$ cat src/design/lds_pkg.sv
// Package: register map, field positions, reset values and states of the device status block
package lds_pkg;
    localparam int ADDR_W = 8;
    localparam int DATA_W = 32;
    // Register byte addresses
    localparam logic [7:0] ADDR_STATUS = 8'h08;
    localparam logic [7:0] ADDR_IRQ_STAT = 8'h20;
    localparam logic [7:0] ADDR_IRQ_MASK = 8'h24;
    // Status register field positions
    localparam int BIT_DUPLEX = 0;
    localparam int BIT_LINK = 1;
    localparam int BIT_KIND_LO = 2;
    localparam int BIT_TXPAUSE = 4;
    localparam int BIT_PWRDN = 5;
    localparam int BIT_SPEED_LO = 6;
    localparam int BIT_CPL_BLOCK = 8;
    localparam int BIT_INIT_DONE = 9;
    localparam int BIT_RST_SEEN = 10;
    localparam int BIT_MASTER_EN = 19;
    localparam int BIT_QDMA = 31;
    // Reset values
    localparam logic RST_PWRDN = 1'b1;
    localparam logic RST_INIT_DONE = 1'b0;
    localparam logic RST_RST_SEEN = 1'b1;
    localparam logic RST_MASTER_EN = 1'b1;
    localparam logic RST_QDMA = 1'b1;
    localparam logic [1:0] RST_KIND = 2'h0;
    // Interrupt status bit positions
    localparam int IRQ_W = 4;
    localparam int IRQ_CPL_BLOCK = 0;
    localparam int IRQ_INIT_DONE = 1;
    localparam int IRQ_RST_SEEN = 2;
    localparam int IRQ_LINK_CHG = 3;
    // Transmit pause tracker states
    typedef enum logic [0:0] {
        LDS_RUN = 1'b0,
        LDS_PAUSED = 1'b1
    } lds_pause_t;
endpackage

$ cat src/design/lds_tx_pause.sv
// Transmit pause tracker driven by received XOFF, XON and pause timer expiry
module lds_tx_pause (
    input wire logic core_clk,
    input wire logic reset,
    input wire logic sym_fc_active,
    input wire logic xoff_rx,
    input wire logic xon_rx,
    input wire logic pause_expired,
    output logic tx_paused_flag
);
    lds_pkg::lds_pause_t state_q;
    lds_pkg::lds_pause_t state_d;

    // Next state; leaving pause on whichever of XON or expiry comes first
    always_comb begin
        state_d = state_q;
        case (state_q)
            lds_pkg::LDS_RUN: begin
                // RULE4: pause on XOFF
                if (sym_fc_active && xoff_rx) begin
                    state_d = lds_pkg::LDS_PAUSED;
                end
            end
            lds_pkg::LDS_PAUSED: begin
                // RULE5: resume on XON/expiry
                if (xon_rx || pause_expired || !sym_fc_active) begin
                    state_d = lds_pkg::LDS_RUN;
                end
            end
            default: state_d = lds_pkg::LDS_RUN;
        endcase
    end

    // State register
    always_ff @(posedge core_clk) begin
        if (reset) begin
            state_q <= lds_pkg::LDS_RUN;
        end else begin
            state_q <= state_d;
        end
    end

    assign tx_paused_flag = (state_q == lds_pkg::LDS_PAUSED);
endmodule

$ cat src/design/lds_status.sv
// Device status register block with plain register port and interrupt logic
// ****************************************************************
// Notes on behaviour
// RULE1: bit 0 shows MAC duplex, 1 full, 0 half.
// RULE2: bit 1 shows link established; valid only while link-up-force is set.
// RULE3: bits 3:2 give transceiver kind from the NVM init control word.
// RULE4: bit 4 sets when XOFF pauses transmit under symmetric flow control.
// RULE5: bit 4 clears on pause timer expiry or XON, whichever first.
// RULE6: bit 5 is 1 when transceiver powered down, mirrors power pin, resets 1.
// RULE7: power-down indication is valid only after a transceiver reset was seen.
// RULE8: speed 00 is 10, 01 is 100, 10 and 11 are 1000 Mb/s.
// RULE9: speed shows negotiated speed unless software forced the MAC speed.
// RULE10: bit 8 sets on poisoned or failed completion; cleared only by PCI reset.
// RULE11: bit 9 sets when LAN initialisation from flash completes; resets 0.
// RULE12: software clears the init-done bit after observing it.
// RULE13: bit 10 sets on any transceiver reset, cleared by writing 0; resets 1.
// RULE14: bit 19 clears when master disabled and nothing pending, else 1.
// RULE15: reserved bits read zero and ignore writes.
// RULE16: bit 31 is the NVM-loaded quarter DMA clock capability; resets 1.
// RULE17: volatile bits follow sources live; reads have no side effect.
// ****************************************************************
//
// Design decision made here: the strobed register port.
module lds_status (
    input wire logic core_clk,
    input wire logic reset,
    input wire logic pci_reset,
    input wire logic [7:0] reg_addr,
    input wire logic [31:0] reg_wdata,
    input wire logic reg_wr,
    input wire logic reg_rd,
    output logic [31:0] reg_rdata,
    output logic irq,
    input wire logic duplex_flag,
    input wire logic link_established_flag,
    input wire logic link_up_force,
    input wire logic nvm_load,
    input wire logic [1:0] nvm_transceiver_kind,
    input wire logic nvm_quarter_dma,
    input wire logic sym_fc_active,
    input wire logic xoff_rx,
    input wire logic xon_rx,
    input wire logic pause_expired,
    input wire logic transceiver_power_control_pin,
    input wire logic [1:0] link_speed,
    input wire logic speed_forced,
    input wire logic [1:0] forced_speed,
    input wire logic cpl_error,
    input wire logic init_done_evt,
    input wire logic transceiver_reset_evt,
    input wire logic master_disable,
    input wire logic master_pending
);
    // ****************************************************************
    // Sticky and loaded state
    // ****************************************************************
    logic cpl_block_q;
    logic cpl_block_d;
    logic init_done_q;
    logic init_done_d;
    logic rst_seen_q;
    logic rst_seen_d;
    logic rst_ever_q;
    logic rst_ever_d;
    logic [1:0] kind_q;
    logic [1:0] kind_d;
    logic qdma_q;
    logic qdma_d;
    logic master_en_q;
    logic master_en_d;
    logic pwrdn_q;
    logic pwrdn_d;
    logic link_q;
    logic link_d;
    logic [lds_pkg::IRQ_W-1:0] irq_stat_q;
    logic [lds_pkg::IRQ_W-1:0] irq_stat_d;
    logic [lds_pkg::IRQ_W-1:0] irq_mask_q;
    logic [lds_pkg::IRQ_W-1:0] irq_mask_d;
    logic [lds_pkg::IRQ_W-1:0] irq_evt;
    logic [31:0] rdata_q;
    logic [31:0] rdata_d;
    logic [31:0] status_word;
    logic tx_paused_flag;
    logic wr_status;
    logic wr_irq_stat;
    logic wr_irq_mask;

    // Address compare shared by read and write decode
    function automatic logic hit(input logic [7:0] a, input logic [7:0] target);
        hit = (a == target);
    endfunction

    // Transmit pause tracker
    lds_tx_pause u_pause (
        .core_clk(core_clk),
        .reset(reset),
        .sym_fc_active(sym_fc_active),
        .xoff_rx(xoff_rx),
        .xon_rx(xon_rx),
        .pause_expired(pause_expired),
        .tx_paused_flag(tx_paused_flag)
    );

    // Write strobes per register
    always_comb begin
        wr_status = 1'b0;
        wr_irq_stat = 1'b0;
        wr_irq_mask = 1'b0;
        if (reg_wr && hit(reg_addr, lds_pkg::ADDR_STATUS)) begin
            wr_status = 1'b1;
        end else if (reg_wr && hit(reg_addr, lds_pkg::ADDR_IRQ_STAT)) begin
            wr_irq_stat = 1'b1;
        end else if (reg_wr && hit(reg_addr, lds_pkg::ADDR_IRQ_MASK)) begin
            wr_irq_mask = 1'b1;
        end
    end

    // ****************************************************************
    // Status bit next values
    // ****************************************************************
    // Hardware set wins over software clear so no event is lost
    always_comb begin
        // RULE10: sticky completion block
        cpl_block_d = cpl_block_q | cpl_error;
        // RULE11: init done sets
        init_done_d = init_done_q;
        // RULE12: software write of 0 clears
        if (wr_status && !reg_wdata[lds_pkg::BIT_INIT_DONE]) begin
            init_done_d = 1'b0;
        end
        if (init_done_evt) begin
            init_done_d = 1'b1;
        end
        // RULE13: reset seen, cleared by 0
        rst_seen_d = rst_seen_q;
        if (wr_status && !reg_wdata[lds_pkg::BIT_RST_SEEN]) begin
            rst_seen_d = 1'b0;
        end
        if (transceiver_reset_evt) begin
            rst_seen_d = 1'b1;
        end
        // RULE7: qualify power indication
        rst_ever_d = rst_ever_q | transceiver_reset_evt;
        // RULE3: kind from NVM
        kind_d = nvm_load ? nvm_transceiver_kind : kind_q;
        // RULE16: capability from NVM
        qdma_d = nvm_load ? nvm_quarter_dma : qdma_q;
        // RULE14: master enable status
        master_en_d = !(master_disable && !master_pending);
        // RULE6: mirror power pin
        pwrdn_d = transceiver_power_control_pin;
        link_d = link_established_flag & link_up_force;
    end

    // Status registers; completion block survives all but PCI reset
    always_ff @(posedge core_clk) begin
        if (pci_reset) begin
            cpl_block_q <= 1'b0;
        end else begin
            cpl_block_q <= cpl_block_d;
        end
        if (reset) begin
            init_done_q <= lds_pkg::RST_INIT_DONE;
            rst_seen_q <= lds_pkg::RST_RST_SEEN;
            rst_ever_q <= 1'b0;
            kind_q <= lds_pkg::RST_KIND;
            qdma_q <= lds_pkg::RST_QDMA;
            master_en_q <= lds_pkg::RST_MASTER_EN;
            pwrdn_q <= lds_pkg::RST_PWRDN;
            link_q <= 1'b0;
        end else begin
            init_done_q <= init_done_d;
            rst_seen_q <= rst_seen_d;
            rst_ever_q <= rst_ever_d;
            kind_q <= kind_d;
            qdma_q <= qdma_d;
            master_en_q <= master_en_d;
            pwrdn_q <= pwrdn_d;
            link_q <= link_d;
        end
    end

    // ****************************************************************
    // Status word assembly
    // ****************************************************************
    // Reserved positions stay zero since only named bits are placed
    always_comb begin
        status_word = 32'h0000_0000;
        // RULE1: live duplex
        status_word[lds_pkg::BIT_DUPLEX] = duplex_flag;
        // RULE2: link gated by force bit
        status_word[lds_pkg::BIT_LINK] = link_q;
        status_word[lds_pkg::BIT_KIND_LO +: 2] = kind_q;
        status_word[lds_pkg::BIT_TXPAUSE] = tx_paused_flag;
        // RULE7: reads 1 until a transceiver reset qualified it
        status_word[lds_pkg::BIT_PWRDN] = rst_ever_q ? pwrdn_q : lds_pkg::RST_PWRDN;
        // RULE8: 2-bit code passes as is
        // RULE9: forced speed overrides
        status_word[lds_pkg::BIT_SPEED_LO +: 2] = speed_forced ? forced_speed : link_speed;
        status_word[lds_pkg::BIT_CPL_BLOCK] = cpl_block_q;
        status_word[lds_pkg::BIT_INIT_DONE] = init_done_q;
        status_word[lds_pkg::BIT_RST_SEEN] = rst_seen_q;
        status_word[lds_pkg::BIT_MASTER_EN] = master_en_q;
        status_word[lds_pkg::BIT_QDMA] = qdma_q;
    end

    // ****************************************************************
    // Interrupts
    // ****************************************************************
    // Event levels and link bit changes feed sticky status; set beats write-one clear
    always_comb begin
        irq_evt = '0;
        irq_evt[lds_pkg::IRQ_CPL_BLOCK] = cpl_error;
        irq_evt[lds_pkg::IRQ_INIT_DONE] = init_done_evt;
        irq_evt[lds_pkg::IRQ_RST_SEEN] = transceiver_reset_evt;
        irq_evt[lds_pkg::IRQ_LINK_CHG] = link_d ^ link_q;
        irq_stat_d = irq_stat_q;
        if (wr_irq_stat) begin
            irq_stat_d = irq_stat_q & ~reg_wdata[lds_pkg::IRQ_W-1:0];
        end
        irq_stat_d = irq_stat_d | irq_evt;
        irq_mask_d = wr_irq_mask ? reg_wdata[lds_pkg::IRQ_W-1:0] : irq_mask_q;
    end

    // Interrupt registers
    always_ff @(posedge core_clk) begin
        if (reset) begin
            irq_stat_q <= '0;
            irq_mask_q <= '0;
        end else begin
            irq_stat_q <= irq_stat_d;
            irq_mask_q <= irq_mask_d;
        end
    end

    assign irq = |(irq_stat_q & irq_mask_q);

    // ****************************************************************
    // Read port
    // ****************************************************************
    // RULE17: reads have no side effect
    always_comb begin
        rdata_d = 32'h0000_0000;
        if (reg_rd && hit(reg_addr, lds_pkg::ADDR_STATUS)) begin
            rdata_d = status_word;
        end else if (reg_rd && hit(reg_addr, lds_pkg::ADDR_IRQ_STAT)) begin
            rdata_d[lds_pkg::IRQ_W-1:0] = irq_stat_q;
        end else if (reg_rd && hit(reg_addr, lds_pkg::ADDR_IRQ_MASK)) begin
            rdata_d[lds_pkg::IRQ_W-1:0] = irq_mask_q;
        end
    end

    // Read data register, valid one cycle after the strobe
    always_ff @(posedge core_clk) begin
        if (reset) begin
            rdata_q <= 32'h0000_0000;
        end else begin
            rdata_q <= rdata_d;
        end
    end

    assign reg_rdata = rdata_q;
endmodule

$ cat config.mk
export PLATFORM = sky130hd
export DESIGN_NAME = lds_status
export DESIGN_NICKNAME = d
export VERILOG_FILES = /design/src/design/lds_pkg.sv /design/src/design/lds_tx_pause.sv /design/src/design/lds_status.sv
export SDC_FILE = /design/constraint.sdc
export NUM_CORES = 1
export LEC_CHECK = 0
export BUFFER_PORTS_ARGS = -buffer_cell sky130_fd_sc_hd__buf_4
export CORE_MARGIN = 1.5
export CORE_UTILIZATION = 35
export CTS_CLUSTER_SIZE = 20
export DETAILED_ROUTE_END_ITERATION = 6
export GPL_TIMING_DRIVEN = 0
export PLACE_DENSITY = 0.78
export SLEW_MARGIN = 20
export SYNTH_ARGS = -nofsm -noshare
export SYNTH_HDL_FRONTEND = slang
export SYNTH_SLANG_ARGS = --single-unit
$ cat constraint.sdc
create_clock -name core_clk -period 1.8 [get_ports core_clk]
set_clock_uncertainty 0.1 [all_clocks]
set_input_delay 0.09 -clock core_clk [delete_from_list [all_inputs] [get_ports core_clk]]
set_output_delay 0.09 -clock core_clk [all_outputs]
set_load 0.005 [all_outputs]
[Yosys cells after proc, flatten, opt, wreduce, memory -nomap -nowiden]
Index checks and enable logic that the tools add are counted.
Cells by class
  equality and inequality tests: 3
  muxes and demuxes: 17
  bitwise logic cells: 10
  reduce and logical (&&, ||, !) cells: 21
Operators by type and width (count)
  equality test 8 x 6 -> 1 bit, second input constant: 2
  2-to-1 mux 4 bit: 4
  2-to-1 mux 1 bit: 11
  logical AND 1 bit: 10
  AND 4 bit: 2
  equality test 8 x 4 -> 1 bit, second input constant: 1
  zero test 1 bit: 5
  NOT 4 bit: 1
  bitwise OR 4 bit: 1
  OR reduction 2 bit: 2
  OR reduction 4 bit: 1
  logical OR 1 bit: 2
  2-to-1 mux 2 bit: 1
  NOT 1 bit: 2
  bitwise OR 1 bit: 2
  case mux 1 bit (2 select lines): 1
  nonzero test 2 bit: 1
  AND 1 bit: 1
  XOR 1 bit: 1
Word-level totals
  register bits after elaboration: 51
  input port bits: 67

[Depth between registers and ports, before layout]
  word-level depth: 6
  gate-level depth with buffers: 4
  mapped depth without buffers: 3

[Modules after synthesis]
Synthesis repeated with hierarchy kept, for this count alone.
Second synthesis, totals
  cells, all modules: 145
  area total of the unflattened synthesis: 1401.3 µm²
Modules (own cells, without submodules)
  lds_status: instances 1, cells an instance 140, area an instance 1355.0 µm², seq. area each 620.6 µm²
  lds_tx_pause: instances 1, cells an instance 5, area an instance 46.3 µm², seq. area each 20.0 µm²

[Least setup slack after synthesis]
Ideal clock, no wire load.
  kind: input to register
  start point: input port reg_addr[4]
  end point: register init_done_q
  arrival time: 1.097 ns
  data required time: 1.568 ns
  slack: 0.470 ns
  stages: 4
  buffers on the path: 1
  cells stage by stage: or4_4 -> buf_6 -> o41ai_2 -> a21oi_1
On the way
  word-level cells in the longest chain between the ends: 5
RTL lines
  start: declaration: line lds_status.sv:28  | input wire logic [7:0] reg_addr,
  equality test 8 x 4 -> 1 bit: line lds_status.sv:90  | hit = (a == target);
  logical AND 1 bit: line lds_status.sv:109  | if (reg_wr && hit(reg_addr, lds_pkg::ADDR_STATUS)) begin
  2-to-1 mux 1 bit: line lds_status.sv:109
  logical AND 1 bit: line lds_status.sv:128  | if (wr_status && !reg_wdata[lds_pkg::BIT_INIT_DONE]) begin
  nonzero test 2 bit (no line)
  end signal: assignment: line lds_status.sv:163  | init_done_q <= lds_pkg::RST_INIT_DONE;
  end signal: assignment: line lds_status.sv:172  | init_done_q <= init_done_d;
  end: declaration: line lds_status.sv:59  | logic init_done_q;
No other way between the ends.
A chain may end at the register's enable or synchronous reset.

[Final worst setup path]
  start point: input port reg_addr[4]
  end point: register irq_stat_q[0] (netlist name)
On the way
  word-level cells in the longest chain between the ends: 6
  elaborated cells on any way between the ends: 8
  those cells by class: 2 x eq/ne; 3 x mux; 1 x bitwise; 2 x reduce/logical
RTL lines
  equality test 8 x 6 -> 1 bit: line lds_status.sv:90
  logical AND 1 bit: line lds_status.sv:111  | end else if (reg_wr && hit(reg_addr, lds_pkg::ADDR_IRQ_STAT)) begin
  2-to-1 mux 1 bit: line lds_status.sv:111
  2-to-1 mux 1 bit *: line lds_status.sv:109
  2-to-1 mux 4 bit *: line lds_status.sv:218  | if (wr_irq_stat) begin
  bitwise OR 4 bit *: line lds_status.sv:221  | irq_stat_d = irq_stat_d | irq_evt;
  end signal: assignment: line lds_status.sv:231  | irq_stat_q <= irq_stat_d;
  end: declaration: line lds_status.sv:75  | logic [lds_pkg::IRQ_W-1:0] irq_stat_q;
Every way passes the cells marked *; elsewhere a longest branch is shown, timed or not.

==> impl_metrics.ini <==
[outcome]
outcome = complete, no violations

[run]
drv_cap = 0

[place]
dpl.hpwl_mm = 2.49
placedInstanceArea_um2 = 1960
pre_cts_ws_ps = 197
port_buffers = 53
gp_congestion = 0.874
placed_cells = 266

[power]
power.share.clock_pct = 37.0
comb_power_share_pct = 15.8
seqPwrFrac_pct = 47.2
switching_share_pct = 22.0
p_sw_mw = 0.346
power_density_nw_per_um2 = 682
p_int_mw = 1.22
ir_drop_v = 0.000234
leakagePower_nw = 1.11
p_total_mw = 1.57

[synth]
syn_area_um2 = 1430
syn_inst = 145
synth_top_cell_by_area = dfxtp_1
ys_ff_latch = 32
synth_seq_area_share_pct = 44.8
synth.distinct_cells = 34
yosysTopAreaCellShare_pct = 44.8
yosys_warnings = 0
netlist_top_cells_area = dfxtp_1 (45%), buf_4 (10%), mux2i_1 (6.3%), nor2_1 (5.0%), a21oi_1 (2.5%)
syn_area_per_cell_um2 = 9.85

[finish]
nNetsFinal = 314
finalNonFillerCells = 297
drive_above_1_share_pct = 36.8
n_antenna_cell = 0
area_growth_pct = 60.9
final_design_area_no_fill_um2 = 2300

[drt]
wire_per_inst_um = 11.4
via_per_inst = 4.47
totalWireLength_mm = 3.39
via_count = 1329
drc_errors = 0
drtAntennaViolNets = 0
dr.pass1.iters = 4
drt_iter0_markers = 54

[die]
initial_core_util_pct = 36.0
ios = 100
core_area_um2 = 3970
die_x_um = 66.9
die-area_um2 = 4470
fp-row-count = 23
die_y_um = 66.9

[critical_path]
worst_setup_path_end_kind = register
critPathMaxFanout = 10
path_class = in -> reg
required_ps = 1860
cp.arrival_ps = 1810
worst_setup_path_start_kind = input port

[grt]
grt_pass1_wl_mm = 5.11
grt_max_degree = 11
antenna_found_initial = 0
grt_overflow = 0
grt_usage_pct = 15.5
grt_pass1_vias = 1204

[timing]
slew_headroom_pct = 37.6
setup_ws_ps = 56.6
fin_setup_tns_ps = 0
setup_violations = 0
post-route-period-util_pct = 96.9
final_max_slew_viol_count = 0
worst_pin_slew_ps = 923
finalHoldViolCount = 0
rsz0062_at_grt = no
min_period_ps = 1740
clock.fmax_mhz = 574

[hold_path]
hp-class = in -> reg

[cts]
cts_sinks = 32
cts_tree = yes
cts.path.max_buffers = 2
cts_buffers = 5
clock-root-buffer = clkbuf_8
cts_max_level = 2
path_clk_slew_ps = 60
clk_latency_ps = 280
-- layer usage --
| metal | GRT usage (%) | part of all wire (%) | wire length (um) |
|---|---|---|---|
| met1 | 16.1 | 39 | 1320 |
| met2 | 28.2 | 52 | 1760 |
| met3 | 2.87 | 6.1 | 206 |
| met4 | 10.2 | 2.8 | 96 |
| met5 | 0 | 0 | 0 |
-- worst max-delay path, stage by stage --
cell	delay (ps)
buf_4	110
or4_4	520
buf_6	170
nor4_4	210
a311oi_1	140
dlygate4sd3_1	570
-- sequential cells by signal, summed over array words and instances (netlist names) --
register                cells
init_done_q                 1
qdma_q                      1
rst_seen_q                  1
reg_rdata                  13
pwrdn_q                     1
master_en_q                 1
cpl_block_q                 1
kind_q                      2
irq_mask_q                  4
u_pause.tx_paused_flag      1
rst_ever_q                  1
link_q                      1
irq_stat_q                  4
-- cell usage in the layout (no fill, tap or decap), types with 2 or more instances in the layout --
cell type | Yosys | layout
a22oi_1 | 2 | 2
nor3b_1 | 3 | 3
conb_1 | 1 | 19
dfxtp_1 | 32 | 32
or3b_2 | 2 | 2
nand2b_1 | 3 | 3
a311oi_1 | 3 | 3
a21oi_1 | 7 | 7
nor4b_1 | 2 | 2
a2bb2oi_1 | 4 | 4
clkbuf_8 | 0 | 7
dlygate4sd3_1 | 0 | 24
nand2_1 | 2 | 2
o41ai_1 | 4 | 4
nand4_1 | 4 | 4
buf_2 | 2 | 2
buf_4 | 19 | 72
mux2i_1 | 9 | 9
inv_1 | 7 | 7
and2_1 | 5 | 5
nor2_1 | 19 | 19
-- per-stage QoR --
step                      utilization [%]  hold slack (ps)
after floorplan                         -             62.4
after global placement               49.3              149
after detailed placement             49.3              154
after CTS                            57.8             5.37
after global routing                 57.9             8.23
final                                57.9             12.0
-- final cells by class --
cell class	count	area, um^2
inverter	7	26.3
fill	354	1670
sequential	32	641
tap	50	62.6
buffer	24	171
timing repair buffer	77	638
clock buffer	7	96.3
multi-input combinational	100	664
-- kinds of logic (layout without fill, tap and decap cells) --
kind of cell / Yosys count / count (layout) / synth area share, %
xor gates and xnor gates: 1 / 1 / 0.613
buffers and inverters: 31 / 115 / 13.8
other: 1 / 19 / 0.262
and+or+nand+nor: 47 / 47 / 21.1
DFF: 32 / 32 / 44.8
AOI/OAI and AO/OA: 24 / 24 / 13.0
muxes: 9 / 9 / 6.30
-- synthesized netlist by cell type --
master and number:
a211o_1 1, a21oi_1 7, a22oi_1 2, a2bb2oi_1 4, a311oi_1 3, a41o_1 1
and2_1 5, buf_1 1, buf_2 2, buf_4 19, buf_6 1, clkbuf_1 1
conb_1 1, dfxtp_1 32, inv_1 7, mux2i_1 9, nand2_1 2, nand2b_1 3
nand3b_4 1, nand4_1 4, nor2_1 19, nor2b_1 1, nor3b_1 3, nor3b_4 1
nor4_1 1, nor4_4 1, nor4b_1 2, o21ai_0 1, o41ai_1 4, o41ai_2 1
or2_2 1, or3b_2 2, or4_4 1, xor2_1 1
-- path summary, 6_finish.rpt --
path / startpoint / to / slack (ps) / cells past startpoint
max: reg_addr[4] / irq_stat_q[0] / 60 / 6
min: master_disable / master_en_q / 10 / 2
max reg2reg: qdma_q / qdma_q / 410 / 3
min reg2reg: master_en_q / reg_rdata[19] / 330 / 1
-- power groups by stage --
stage / clock [mW] / sequential [mW] / combinational [mW]
2_1_floorplan: 0 / 0.752 / 0.111
6_report: 0.580 / 0.741 / 0.248
3_5_place_dp: 0 / 0.756 / 0.201
5_1_grt: 0.622 / 0.742 / 0.270
4_1_cts: 0.590 / 0.741 / 0.244
3_3_place_gp: 0 / 0.756 / 0.197
-- repair_timing --
action	in CTS	in global routing
resized for setup	0	1
endpoints found under the hold margin	19	0
setup endpoints to repair	0	1
setup buffers	0	0
hold buffers	24	0
No activity file was read; power rests on OpenSTA's default activity.
